==> config.mk <==
export PLATFORM = sky130hd
export DESIGN_NAME = hw_window_fetch_flat
export DESIGN_NICKNAME = d
export VERILOG_FILES = /design/src/hw_window_pkg.sv /design/src/vid_fetch_if.sv /design/src/hw_window_fetch.sv /design/src/flat_wrapper.sv
export VERILOG_INCLUDE_DIRS = /design/src
export SDC_FILE = /design/constraint.sdc
export NUM_CORES = 1
export LEC_CHECK = 0
export ABC_AREA = 1
export BUFFER_PORTS_ARGS = -buffer_cell sky130_fd_sc_hd__buf_2
export CAP_MARGIN = 20
export CORE_ASPECT_RATIO = 1.2
export CORE_MARGIN = 2
export CORE_UTILIZATION = 25
export DETAILED_ROUTE_END_ITERATION = 8
export RECOVER_POWER = 100
export SYNTH_ARGS = -nofsm -noshare
export SYNTH_HDL_FRONTEND = slang
export SYNTH_SLANG_ARGS = --single-unit
==> constraint.sdc <==
create_clock -name i_ref_clk -period 6.1 [get_ports i_ref_clk]
set_clock_uncertainty 0.2 [all_clocks]
set_input_delay 0 -clock i_ref_clk [delete_from_list [all_inputs] [get_ports i_ref_clk]]
set_output_delay 0 -clock i_ref_clk [all_outputs]
set_load 0.02 [all_outputs]
==> src/hw_window_consts.svh <==
`ifndef HW_WINDOW_CONSTS_SVH
`define HW_WINDOW_CONSTS_SVH

// Display memory address width per axis (4096 pixels).
`define ADDR_BITS 12
// Bits per display memory word.
`define WORD_BITS 16
// Low X address bits that select a bit inside a word.
`define BIT_SEL_BITS 4
// Number of bit planes served by one device.
`define PLANE_COUNT 4
// Bit count signalled for a complete byte.
`define FULL_BYTE_COUNT 4'h8
// Bits per byte.
`define BYTE_BITS 8
// Reset value of the position counters.
`define POS_RESET 12'h000
// Assembly FIFO depth in bytes, the look-ahead margin of the fetch.
`define ASM_DEPTH 64
// Fetch refills once the FIFO level drops below this many bytes.
`define LOW_WATER 16

`endif

==> src/hw_window_pkg.sv <==
package hw_window_pkg;

  // Fetch sequencer states.
  typedef enum logic [2:0] {
    ST_IDLE = 3'b000,
    ST_XFER = 3'b001,
    ST_MOVE = 3'b010,
    ST_WAIT = 3'b011,
    ST_DONE = 3'b100
  } fetch_state_e;

  // Kind of segment being fetched on a scan line.
  typedef enum logic [1:0] {
    SEG_LEFT = 2'b00,
    SEG_WIN = 2'b01,
    SEG_RIGHT = 2'b10
  } seg_kind_e;

endpackage

==> src/vid_fetch_if.sv <==
`timescale 1ns/1ps
// Link between the fetch sequencer and the video assembly FIFO.
interface vid_fetch_if;
  // High in the cycle of a transfer cycle; bit_count_pins carries first bit index.
  logic xfer;
  // High while one unit moves from VRAM into the assembly FIFO.
  logic unit_valid;
  // First bit index during xfer, else used bit count of the unit (1..16).
  logic [4:0] bit_count_pins;
  // Serial data word, 16 bits per plane, four planes.
  logic [63:0] unit_data;
  // Memory address driven during the transfer cycle, X without low four bits.
  logic [19:0] mem_addr;
  // Assembly FIFO fill level in bytes.
  logic [7:0] fifo_level;

  modport fetch(output xfer, output unit_valid, output bit_count_pins, output unit_data,
    output mem_addr, input fifo_level);
  modport asm_fifo(input xfer, input unit_valid, input bit_count_pins, input unit_data,
    input mem_addr, output fifo_level);
endinterface

==> src/hw_window_fetch.sv <==
`timescale 1ns/1ps
// Overview of operation
// - Window image shown without modifying memory.
// - Rectangular window at any bit position.
// - Word access; one transfer per plain line.
// - Transfers at window start and window end.
// - First valid bit index during transfers.
// - Per-unit valid bit count, short first and last.
// - After window transfer, index then counts.
// - Assembly FIFO packs valid bits into bytes.
// - Fetch runs ahead using FIFO buffering.
// - All four planes substituted together.
// - Equal real and apparent origin: no effect.
// - All devices share apparent window geometry.
// - Window registers changed only at frame start.
// - Four registers set apparent window position.
// - Off-screen apparent window shows nothing.
// - Real pointers scroll window contents.
// - Twelve address bits per axis.
// - Low four X bits never driven.
// - Sixteen data bits per plane per bank.
`include "hw_window_consts.svh"
module hw_window_fetch
  import hw_window_pkg::*;
#(
  parameter int AW = `ADDR_BITS
) (
  // Clock and reset.
  input wire logic i_ref_clk,
  input wire logic i_sys_rst,
  // Line control: pulse starts a line fetch for line y.
  input wire logic i_line_start,
  input wire logic [AW-1:0] i_line_y,
  // Screen origin in memory and visible width.
  input wire logic [AW-1:0] i_screen_x,
  input wire logic [AW-1:0] i_screen_y,
  input wire logic [AW-1:0] i_screen_w,
  // Apparent window: four position/size registers.
  input wire logic [AW-1:0] i_app_x0,
  input wire logic [AW-1:0] i_app_y0,
  input wire logic [AW-1:0] i_app_x1,
  input wire logic [AW-1:0] i_app_y1,
  // Real window origin in memory.
  input wire logic [AW-1:0] i_real_x,
  input wire logic [AW-1:0] i_real_y,
  // Window enable and frame start event.
  input wire logic i_win_en,
  input wire logic i_frame_start_event,
  // VRAM serial word, 16 bits per plane.
  input wire logic [`WORD_BITS*`PLANE_COUNT-1:0] i_vram_data,
  // Line fetch finished.
  output logic o_line_done,
  // Link to the assembly FIFO.
  vid_fetch_if.fetch lnk
);

  // Whole state of the sequencer in one record.
  typedef struct packed {
    fetch_state_e st;
    seg_kind_e seg;
    logic [AW-1:0] ax0, ay0, ax1, ay1, rx, ry;
    logic win_en;
    logic [AW:0] pos;
    logic [AW:0] seg_end;
    logic [AW-1:0] src_x;
    logic [AW-1:0] src_y;
    logic xfer;
    logic unit_valid;
    logic [4:0] bcp;
    logic [63:0] data;
    logic [19:0] addr;
    logic done;
  } fetch_s;

  fetch_s cur;
  fetch_s nxt;
  logic [AW:0] scr_end;
  logic on_line;
  logic [4:0] left_in_word;
  logic [AW:0] remain;
  logic [4:0] take;

  // Line geometry, computed combinationally from the latched window.
  always_comb begin
    scr_end = {1'b0, i_screen_x} + {1'b0, i_screen_w};
    // off-screen window never matches a visible line or column.
    on_line = cur.win_en && (i_line_y >= cur.ay0) && (i_line_y <= cur.ay1)
      && ({1'b0, cur.ax0} < scr_end) && (cur.ax1 >= i_screen_x);
    // any bit position may end a segment.
    left_in_word = 5'h10 - {1'b0, cur.src_x[`BIT_SEL_BITS-1:0]};
    remain = cur.seg_end - cur.pos;
    take = (remain < {1'b0, 7'h0, left_in_word}) ? remain[4:0] : left_in_word;
  end

  // Next-state logic of the fetch sequencer.
  always_comb begin
    nxt = cur;
    nxt.xfer = 1'b0;
    nxt.unit_valid = 1'b0;
    nxt.done = 1'b0;
    // window registers sampled only at frame start.
    if (i_frame_start_event) begin
      // four apparent registers, two per axis.
      nxt.ax0 = i_app_x0;
      nxt.ax1 = i_app_x1;
      nxt.ay0 = i_app_y0;
      nxt.ay1 = i_app_y1;
      nxt.rx = i_real_x;
      nxt.ry = i_real_y;
      nxt.win_en = i_win_en;
    end
    case (cur.st)
      ST_IDLE: begin
        if (i_line_start) begin
          nxt.pos = {1'b0, i_screen_x};
          nxt.seg = SEG_LEFT;
          nxt.src_x = i_screen_x;
          nxt.src_y = i_line_y;
          // no window, one transfer covers the whole line.
          nxt.seg_end = (on_line && cur.ax0 > i_screen_x) ? {1'b0, cur.ax0} : scr_end;
          // window starting at screen origin jumps straight in.
          if (on_line && cur.ax0 <= i_screen_x) begin
            nxt.seg = SEG_WIN;
            // real pointers choose the window source.
            nxt.src_x = cur.rx + (i_screen_x - cur.ax0);
            nxt.src_y = cur.ry + (i_line_y - cur.ay0);
            nxt.seg_end = ({1'b0, cur.ax1} + 13'h1 < scr_end) ? {1'b0, cur.ax1} + 13'h1
              : scr_end;
          end
          nxt.st = ST_XFER;
        end
      end
      ST_XFER: begin
        // transfer cycle carries the first valid bit index.
        nxt.xfer = 1'b1;
        nxt.bcp = {1'b0, cur.src_x[`BIT_SEL_BITS-1:0]};
        // only X[11:4] and Y reach the address bus.
        nxt.addr = {cur.src_y, cur.src_x[AW-1:`BIT_SEL_BITS]};
        nxt.st = ST_MOVE;
      end
      ST_MOVE: begin
        // stall only when the FIFO holds plenty of look-ahead.
        if (lnk.fifo_level >= 8'(`ASM_DEPTH - `WORD_BITS)) begin
          nxt.st = ST_WAIT;
        end else begin
          // unit count is full width except a short first and last one.
          nxt.unit_valid = 1'b1;
          nxt.bcp = take;
          // all four planes move together; 16 bits each.
          nxt.data = i_vram_data;
          nxt.pos = cur.pos + {8'h0, take};
          nxt.src_x = cur.src_x + {7'h0, take};
          if (cur.pos + {8'h0, take} >= cur.seg_end) begin
            nxt.st = ST_XFER;
            if (cur.seg == SEG_LEFT && cur.seg_end < scr_end) begin
              // window-start transfer; index then counts follow.
              nxt.seg = SEG_WIN;
              // The segment opens at the window's own left edge, so no offset is added.
              nxt.src_x = cur.rx;
              nxt.src_y = cur.ry + (i_line_y - cur.ay0);
              nxt.seg_end = ({1'b0, cur.ax1} + 13'h1 < scr_end) ? {1'b0, cur.ax1} + 13'h1
                : scr_end;
            end else if (cur.seg == SEG_WIN && cur.seg_end < scr_end) begin
              // window-end transfer fetches the right background.
              nxt.seg = SEG_RIGHT;
              nxt.src_x = cur.seg_end[AW-1:0];
              nxt.src_y = i_line_y;
              nxt.seg_end = scr_end;
            end else begin
              nxt.st = ST_DONE;
            end
          end
        end
      end
      ST_WAIT: begin
        // resume well before the FIFO can drain.
        if (lnk.fifo_level < 8'(`LOW_WATER)) begin
          nxt.st = ST_MOVE;
        end
      end
      ST_DONE: begin
        nxt.done = 1'b1;
        nxt.st = ST_IDLE;
      end
      default: begin
        nxt.st = ST_IDLE;
      end
    endcase
  end

  // State register, synchronous reset.
  always_ff @(posedge i_ref_clk) begin
    if (i_sys_rst) begin
      cur <= '0;
    end else begin
      cur <= nxt;
    end
  end

  // outputs only read memory; no write path exists.
  assign lnk.xfer = cur.xfer;
  assign lnk.unit_valid = cur.unit_valid;
  assign lnk.bit_count_pins = cur.bcp;
  assign lnk.unit_data = cur.data;
  assign lnk.mem_addr = cur.addr;
  assign o_line_done = cur.done;

endmodule // hw_window_fetch

==> src/flat_wrapper.sv <==
// flat-port wrapper written by rule: the top's interface ports become plain ports
module hw_window_fetch_flat import hw_window_pkg::*;
#(
  parameter int AW = `ADDR_BITS
)
  (i_ref_clk, i_sys_rst, i_line_start, i_line_y, i_screen_x, i_screen_y, i_screen_w, i_app_x0, i_app_y0, i_app_x1, i_app_y1, i_real_x, i_real_y, i_win_en, i_frame_start_event, i_vram_data, o_line_done, lnk_xfer, lnk_unit_valid, lnk_bit_count_pins, lnk_unit_data, lnk_mem_addr, lnk_fifo_level);
  vid_fetch_if lnk_i ();
  input wire logic i_ref_clk;
  input wire logic i_sys_rst;
  input wire logic i_line_start;
  input wire logic [AW-1:0] i_line_y;
  input wire logic [AW-1:0] i_screen_x;
  input wire logic [AW-1:0] i_screen_y;
  input wire logic [AW-1:0] i_screen_w;
  input wire logic [AW-1:0] i_app_x0;
  input wire logic [AW-1:0] i_app_y0;
  input wire logic [AW-1:0] i_app_x1;
  input wire logic [AW-1:0] i_app_y1;
  input wire logic [AW-1:0] i_real_x;
  input wire logic [AW-1:0] i_real_y;
  input wire logic i_win_en;
  input wire logic i_frame_start_event;
  input wire logic [`WORD_BITS*`PLANE_COUNT-1:0] i_vram_data;
  output logic o_line_done;
  output wire logic [$bits(lnk_i.xfer)-1:0] lnk_xfer;
  output wire logic [$bits(lnk_i.unit_valid)-1:0] lnk_unit_valid;
  output wire logic [$bits(lnk_i.bit_count_pins)-1:0] lnk_bit_count_pins;
  output wire logic [$bits(lnk_i.unit_data)-1:0] lnk_unit_data;
  output wire logic [$bits(lnk_i.mem_addr)-1:0] lnk_mem_addr;
  input wire logic [$bits(lnk_i.fifo_level)-1:0] lnk_fifo_level;
  assign lnk_xfer = lnk_i.xfer;
  assign lnk_unit_valid = lnk_i.unit_valid;
  assign lnk_bit_count_pins = lnk_i.bit_count_pins;
  assign lnk_unit_data = lnk_i.unit_data;
  assign lnk_mem_addr = lnk_i.mem_addr;
  assign lnk_i.fifo_level = lnk_fifo_level;
  hw_window_fetch #(.AW(AW)) u_core (.i_ref_clk(i_ref_clk), .i_sys_rst(i_sys_rst), .i_line_start(i_line_start), .i_line_y(i_line_y), .i_screen_x(i_screen_x), .i_screen_y(i_screen_y), .i_screen_w(i_screen_w), .i_app_x0(i_app_x0), .i_app_y0(i_app_y0), .i_app_x1(i_app_x1), .i_app_y1(i_app_y1), .i_real_x(i_real_x), .i_real_y(i_real_y), .i_win_en(i_win_en), .i_frame_start_event(i_frame_start_event), .i_vram_data(i_vram_data), .o_line_done(o_line_done), .lnk(lnk_i));
endmodule
; Yosys cells after proc, flatten, opt, wreduce, memory -nomap -nowiden
; Cells that the tools add are included.
[totals]
reg_bits = 220
input_bits = 197
out_inout_bits = 92
[op_classes]
n_addsub = 10
n_lt_le_gt_ge = 12
n_eq_ne = 11
n_mux = 26
n_bitwise = 2
reduce_logical = 18
[op_table]
columns = cell, count
row1 = 2-to-1 mux 37 bit, 4
row2 = 2-to-1 mux 50 bit, 2
row3 = case mux 50 bit (2 select lines), 1
row4 = 2-to-1 mux 70 bit, 1
row5 = less-than comparator 13 bit, 2
row6 = 2-to-1 mux 13 bit, 2
row7 = adder 12 bit, 2
row8 = >= comparator 12 bit, 2
row9 = <= comparator 12 bit, 2
row10 = subtractor 12 bit, 2
row11 = 2-to-1 mux 5 bit, 3
row12 = adder 12 x 1 -> 13 bit (second input constant), 1
row13 = adder 12 x 12 -> 13 bit, 1
row14 = adder 13 x 5 -> 13 bit, 1
row15 = >= comparator 13 bit, 1
row16 = less-than comparator 12 x 13 -> 1 bit, 1
row17 = less-than comparator 13 x 5 -> 1 bit, 1
row18 = subtractor 13 bit, 1
row19 = adder 12 x 5 -> 12 bit, 1
row20 = > comparator 12 bit, 1
row21 = 2-to-1 mux 3 bit, 4
row22 = case mux 3 bit (4 select lines), 1
row23 = case mux 5 bit (2 select lines), 1
row24 = >= comparator 8 x 6 -> 1 bit (second input constant), 1
row25 = other kinds (21), 40

; Longest topological paths before layout
[depth]
depth_word = 10
depth_mapped = 42
ltp_nobuf = 41

; Worst setup path after synthesis
; Ideal clock, no wire load.
[synth_path]
path_kind = register to register
startpoint = reg u_core.cur[116] (netlist name)
endpoint = reg u_core.cur[117] (netlist name)
t_arrival_ns = 5.780
path_slack_ns = 0.056
stages_incl_launch_ff = 39
synth_period_minus_slack_ns = 6.044
cell_sequence = dfxtp_1 inv_1 ha_1 fa_1 o21bai_1 xnor2_1 inv_1 ha_1 a21oi_1 o21ai_0 nor2_1 nand2_1 nor2_1 nand3_1 nor2_2 nand3b_1 nand2_1 ha_1 [3 not listed] nand2_1 a21oi_1 nand2_1 nor2_1 nand3_1 xnor2_1 ha_1 nand2_1 nor4_1 o21ai_1 nand3_1 inv_2 nor2_2 nand2_1 buf_2 a211oi_1 nor2_1 nor2_1
[synth_between]
elab_chain_len = 7
[synth_lines]
columns = item, line_no
row1 = start: declaration, hw_window_fetch.sv:75  ; fetch_s cur;
row2 = start signal: assignment, hw_window_fetch.sv:196  ; cur <= nxt;
row3 = subtractor 13 bit, hw_window_fetch.sv:91  ; remain = cur.seg_end - cur.pos;
row4 = less-than comparator 13 x 5 -> 1 bit, hw_window_fetch.sv:92  ; take = (remain < {1'b0, 7'h0, left_in_word}) ? remain[4:0] : left_in_word;
row5 = 2-to-1 mux 5 bit, hw_window_fetch.sv:92
row6 = adder 13 x 5 -> 13 bit, hw_window_fetch.sv:153  ; if (cur.pos + {8'h0, take} >= cur.seg_end) begin
row7 = >= comparator 13 bit, hw_window_fetch.sv:153
row8 = inequality test 2 x 1 -> 1 bit (no source line), n/a
row9 = AND reduction 5 bit (no source line), n/a
; Parallel ways exist; a longest one is shown, timed or not. The select of a mux whose other input is x is not followed.
; A chain may end at the register's enable or synchronous reset.

; Final worst setup path
[layout_path]
startpoint = reg u_core.cur[116] (netlist name)
endpoint = reg u_core.cur[218] (netlist name)
[layout_between]
elab_chain_len = 7
[layout_lines]
columns = item, line_no
row1 = subtractor 13 bit, hw_window_fetch.sv:91
row2 = less-than comparator 13 x 5 -> 1 bit, hw_window_fetch.sv:92
row3 = 2-to-1 mux 5 bit, hw_window_fetch.sv:92
row4 = adder 13 x 5 -> 13 bit, hw_window_fetch.sv:153
row5 = >= comparator 13 bit, hw_window_fetch.sv:153
row6 = inequality test 3 x 1 -> 1 bit (no source line), n/a
row7 = AND reduction 3 bit (no source line), n/a
; Parallel ways exist; a longest one is shown, timed or not. The select of a mux whose other input is x is not followed.

==> tab_implementation.tex <==
\begin{tabular}{lr}
\hline
Metric & Value \\
\hline
\multicolumn{2}{l}{\textbf{Timing}} \\
\quad Post-layout min period & 6.01 ns \\
\quad Total negative slack for setup checks & 0 ns \\
\quad Peak Freq & $\sim$170 MHz \\
\quad Final worst-path cycle share & 98.5\% \\
\quad Final WS setup & slightly above 0.09 ns \\
\quad Final Slew Violations & just under 70 \\
\quad Relative slew margins & -94.8\% \\
\quad Measured slew at the worst slew-check pin & 2.92 ns \\
\quad Final setup violating endpoints & 0 \\
\quad Final hold vios & 0 \\
\quad Unrepaired setup endpoints after global routing & true \\
\multicolumn{2}{l}{\textbf{Logic synthesis}} \\
\quad Sequential area share after synthesis & approximately 28\% \\
\quad Cell types with the largest area share after synthesis & sky130\_fd\_sc\_hd\_\_dfxtp\_1, sky130\_fd\_sc\_hd\_\_ha\_1, sky130\_fd\_sc\_hd\_\_o21ai\_0 \\
\quad Number of instances in the synthesized netlist & 2,275 \\
\quad Synth Cell Area & approximately 16,000 um\^{}2 \\
\quad Net count after synthesis & 2,659 \\
\quad Number of synthesized register bits & 220 \\
\quad Most frequent cell after synthesis & sky130\_fd\_sc\_hd\_\_nand2\_1 \\
\quad Synth top area share & around 28\% \\
\quad Average cell area after synthesis & 6.97 um\^{}2 \\
\quad Number of warnings reported in the yosys synthesis log & 0 \\
\quad Commonest cells in the netlist & sky130\_fd\_sc\_hd\_\_nand2\_1, sky130\_fd\_sc\_hd\_\_nor2\_1, sky130\_fd\_sc\_hd\_\_inv\_1 \\
\quad Share of flip-flops with an asynchronous set or reset & 0\% \\
\quad Number of enable flip-flop cells after synthesis & 0 \\
\quad Number of distinct standard cells referenced by the synthesized netlist & 51 \\
\quad Largest area contributor in the synthesized netlist & sky130\_fd\_sc\_hd\_\_dfxtp\_1 \\
\quad Most instantiated flip-flop cell in the synthesis netlist & sky130\_fd\_sc\_hd\_\_dfxtp\_1 \\
\multicolumn{2}{l}{\textbf{Hold path}} \\
\quad Class of the worst hold path & in2reg \\
\multicolumn{2}{l}{\textbf{Finish}} \\
\quad Final cell area excluding filler cells & 21,000 um\^{}2 \\
\quad Number of nets in the final layout & 3,079 \\
\quad Share of cells above drive strength 1 & 14.4\% \\
\quad Final instance count without filler cells & roughly 3,500 \\
\quad Final standard cell utilization of the core & 33.4\% \\
\quad Synthesis-to-finish area growth & 32.8\% \\
\multicolumn{2}{l}{\textbf{GRT}} \\
\quad First-pass GRT wire length & 88,600 um \\
\quad Maximum number of pins on one net before global-route repair & 102 \\
\quad Vias in the first global route & 16,320 \\
\quad Overflow left after global routing & 0 \\
\quad Gr usage total & 17.4\% \\
\quad Initial antenna violation count & 3 \\
\multicolumn{2}{l}{\textbf{Worst setup path}} \\
\quad Critical path data required time & 6.38 ns \\
\quad Critical path endpoint category & flip-flop \\
\quad Startpoint class of the critical path & flip-flop \\
\quad Critical Setup Path Class & reg2reg \\
\quad WP data arrival & 6.28 ns \\
\quad Worst path max stage delay & 0.39 ns \\
\quad Slowest CP cell & sky130\_fd\_sc\_hd\_\_fa\_2 \\
\quad CP Max Fanout & 4 \\
\multicolumn{2}{l}{\textbf{Die}} \\
\quad Vertical die dimension & 280 um \\
\quad X dimension of the die & 234 um \\
\quad Number of cell rows & 101 \\
\quad Die footprint & $\sim$65,000 um\^{}2 \\
\quad Starting density of the core & 25.1\% \\
\quad Core footprint & $\sim$63,000 um\^{}2 \\
\quad Top Ports & 289 \\
\multicolumn{2}{l}{\textbf{Clock tree}} \\
\quad Number of CTS-inserted buffers & 26 \\
\quad Clock transition at the register clock pins on the worst setup and hold paths after CTS & 0.06 ns \\
\quad Clock tree from TritonCTS & built \\
\quad Clock sink total & 220 \\
\quad H-tree depth reported by CTS & 1 \\
\quad Max Buffers Root-to-Sink & 3 \\
\quad Clk Latency, worst-skew pair & 0.58 ns \\
\quad Clock tree root driver cell & sky130\_fd\_sc\_hd\_\_clkbuf\_16 \\
\multicolumn{2}{l}{\textbf{Drt}} \\
\quad Number of iterations in the first detailed-routing pass & 7 \\
\quad Total vias in the final route & between 15,000 and 20,000 \\
\quad DRT antenna net count & 0 \\
\quad Number of vias per cell & 4.65 \\
\quad Final wirelength & about 58,000 um \\
\quad DRC violation count after routing & 0 \\
\quad Routed length per instance & 16.5 um \\
\quad Number of DRC markers in iteration 0 & 1,040 \\
\multicolumn{2}{l}{\textbf{Flow run}} \\
\quad Reported max-cap violation count & 1 \\
\multicolumn{2}{l}{\textbf{Placed design}} \\
\quad Detailed-placement wirelength estimate & 42,900 um \\
\quad Number of cells in the design after placement & about 3,300 \\
\quad Standard cell area after detailed placement & about 18,000 um\^{}2 \\
\quad Pre-CTS setup slack & -0.492 ns \\
\quad Port Buffer Count & roughly 270 \\
\quad Last weighted congestion value of the routability-driven placer & 0.936 \\
\multicolumn{2}{l}{\textbf{Power and ir drop}} \\
\quad PD cells & 324 nW/um\^{}2 \\
\quad Leakage power & 9.93 nW \\
\quad Maximum vdd drop & 0.232 mV \\
\multicolumn{2}{l}{\textbf{Run status}} \\
\quad Result of the run & finished, violations left \\
\quad Failing checks & capacitance limit, slew limit \\
\hline
\end{tabular}
==> worst max-delay path: cells and delay by family (launching register included) <==
family	cells	cell delay, ns
simple gates	13	1.36
xor+xnor	2	0.39
fa+ha+maj	6	1.72
flops	1	0.33
compound gates	9	1.21
buf+inv	7	0.68
==> final timing paths <==
path         depth (start not counted)  slack [ns]            start                  endpoint
min reg2reg                          2        0.27  u_core.cur[174]           u_core.cur[174]
max reg2reg                         37        0.09  u_core.cur[116]           u_core.cur[218]
max                                 37        0.09  u_core.cur[116]           u_core.cur[218]
min                                  4       0.002  i_vram_data[51]  u_core.lnk.unit_data[51]
==> power breakdown <==
part           total [mW]  switching, mW  internal (mW)  leakage [nW]
clock network        1.56          0.677          0.887         0.401
registers            1.80          0.176           1.62          1.81
logic                3.45           2.04           1.41          7.72
total                6.81           2.89           3.92          9.93
==> stage by stage <==
step	power (mW)	hold WS, ns
5_1_grt	7.32	0.0106
3_3_place_gp	4.86	0.0206
3_5_place_dp	4.86	0.0272
4_1_cts	6.65	0.00106
6_report	6.81	0.00169
2_1_floorplan	3.86	-0.0651
==> sequential cells by signal, indices dropped and copies added (netlist names) <==
name,cells
u_core.lnk.mem_addr,20
u_core.lnk.unit_data,64
u_core.cur,128
u_core.lnk.unit_valid,1
u_core.lnk.bit_count_pins,5
u_core.o_line_done,1
u_core.lnk.xfer,1
==> per-layer routing <==
layer  up-vias  part of all wire [%]  global-route usage [%]
met5         -                     0                       0
met4         0                   5.8                    9.46
met3       184                   4.5                    2.61
met2       492                    50                    30.9
met1      7596                    40                    19.7
li1       8210                     -                       -
==> cell type report <==
| class | instances | area, um^2 |
|---|---|---|
| fill | 6695 | 42000 |
| multi-input combinational | 1585 | 9600 |
| sequential | 220 | 4410 |
| timing repair buffer | 567 | 4060 |
| inverter | 295 | 1110 |
| tap | 824 | 1030 |
| clock buffer | 36 | 698 |
| clock inverter | 12 | 130 |
| antenna | 3 | 7.51 |
==> cells in the final DEF, fill, tap and decap left out, types with 6 or more instances in the layout <==
master and count:
sky130_fd_sc_hd__buf_2 180, sky130_fd_sc_hd__o21ai_1 29, sky130_fd_sc_hd__o21bai_1 6, sky130_fd_sc_hd__a21oi_1 213, sky130_fd_sc_hd__o21ai_2 6, sky130_fd_sc_hd__ha_4 6
sky130_fd_sc_hd__inv_2 10, sky130_fd_sc_hd__nand2_2 11, sky130_fd_sc_hd__nor3_1 11, sky130_fd_sc_hd__clkinv_2 7, sky130_fd_sc_hd__inv_1 281, sky130_fd_sc_hd__dlygate4sd3_1 216
sky130_fd_sc_hd__nand4_1 20, sky130_fd_sc_hd__ha_1 154, sky130_fd_sc_hd__xnor2_1 24, sky130_fd_sc_hd__dfxtp_1 217, sky130_fd_sc_hd__nor2_4 7, sky130_fd_sc_hd__o211ai_1 12
sky130_fd_sc_hd__a21oi_2 15, sky130_fd_sc_hd__fa_1 24, sky130_fd_sc_hd__nand3_1 81, sky130_fd_sc_hd__o22ai_1 12, sky130_fd_sc_hd__o21ai_0 243, sky130_fd_sc_hd__nor2_1 295
sky130_fd_sc_hd__clkbuf_16 27, sky130_fd_sc_hd__nand2_1 310, sky130_fd_sc_hd__nor2_2 9, sky130_fd_sc_hd__xor2_1 35, sky130_fd_sc_hd__clkbuf_1 102, sky130_fd_sc_hd__buf_4 69
==> cells by family after synthesis <==
group           after synthesis  share of synthesized area (%)
buf+inv                     470                           13.5
compound gates              565                           18.8
flops                       220                           27.8
fa+ha+maj                   187                           16.0
xor+xnor                     62                           3.43
simple gates                771                           20.5
==> repair_timing <==
action / CTS / global route
pin swaps: 15 / 49
gates cloned: 0 / 1
gates resized for setup: 22 / 77
hold buffers: 216 / 0
hold endpoints to repair: 181 / 0
buffers inserted: 4 / 5
endpoints found under the setup margin: 42 / 42
(Power assumes the default switching activity.)
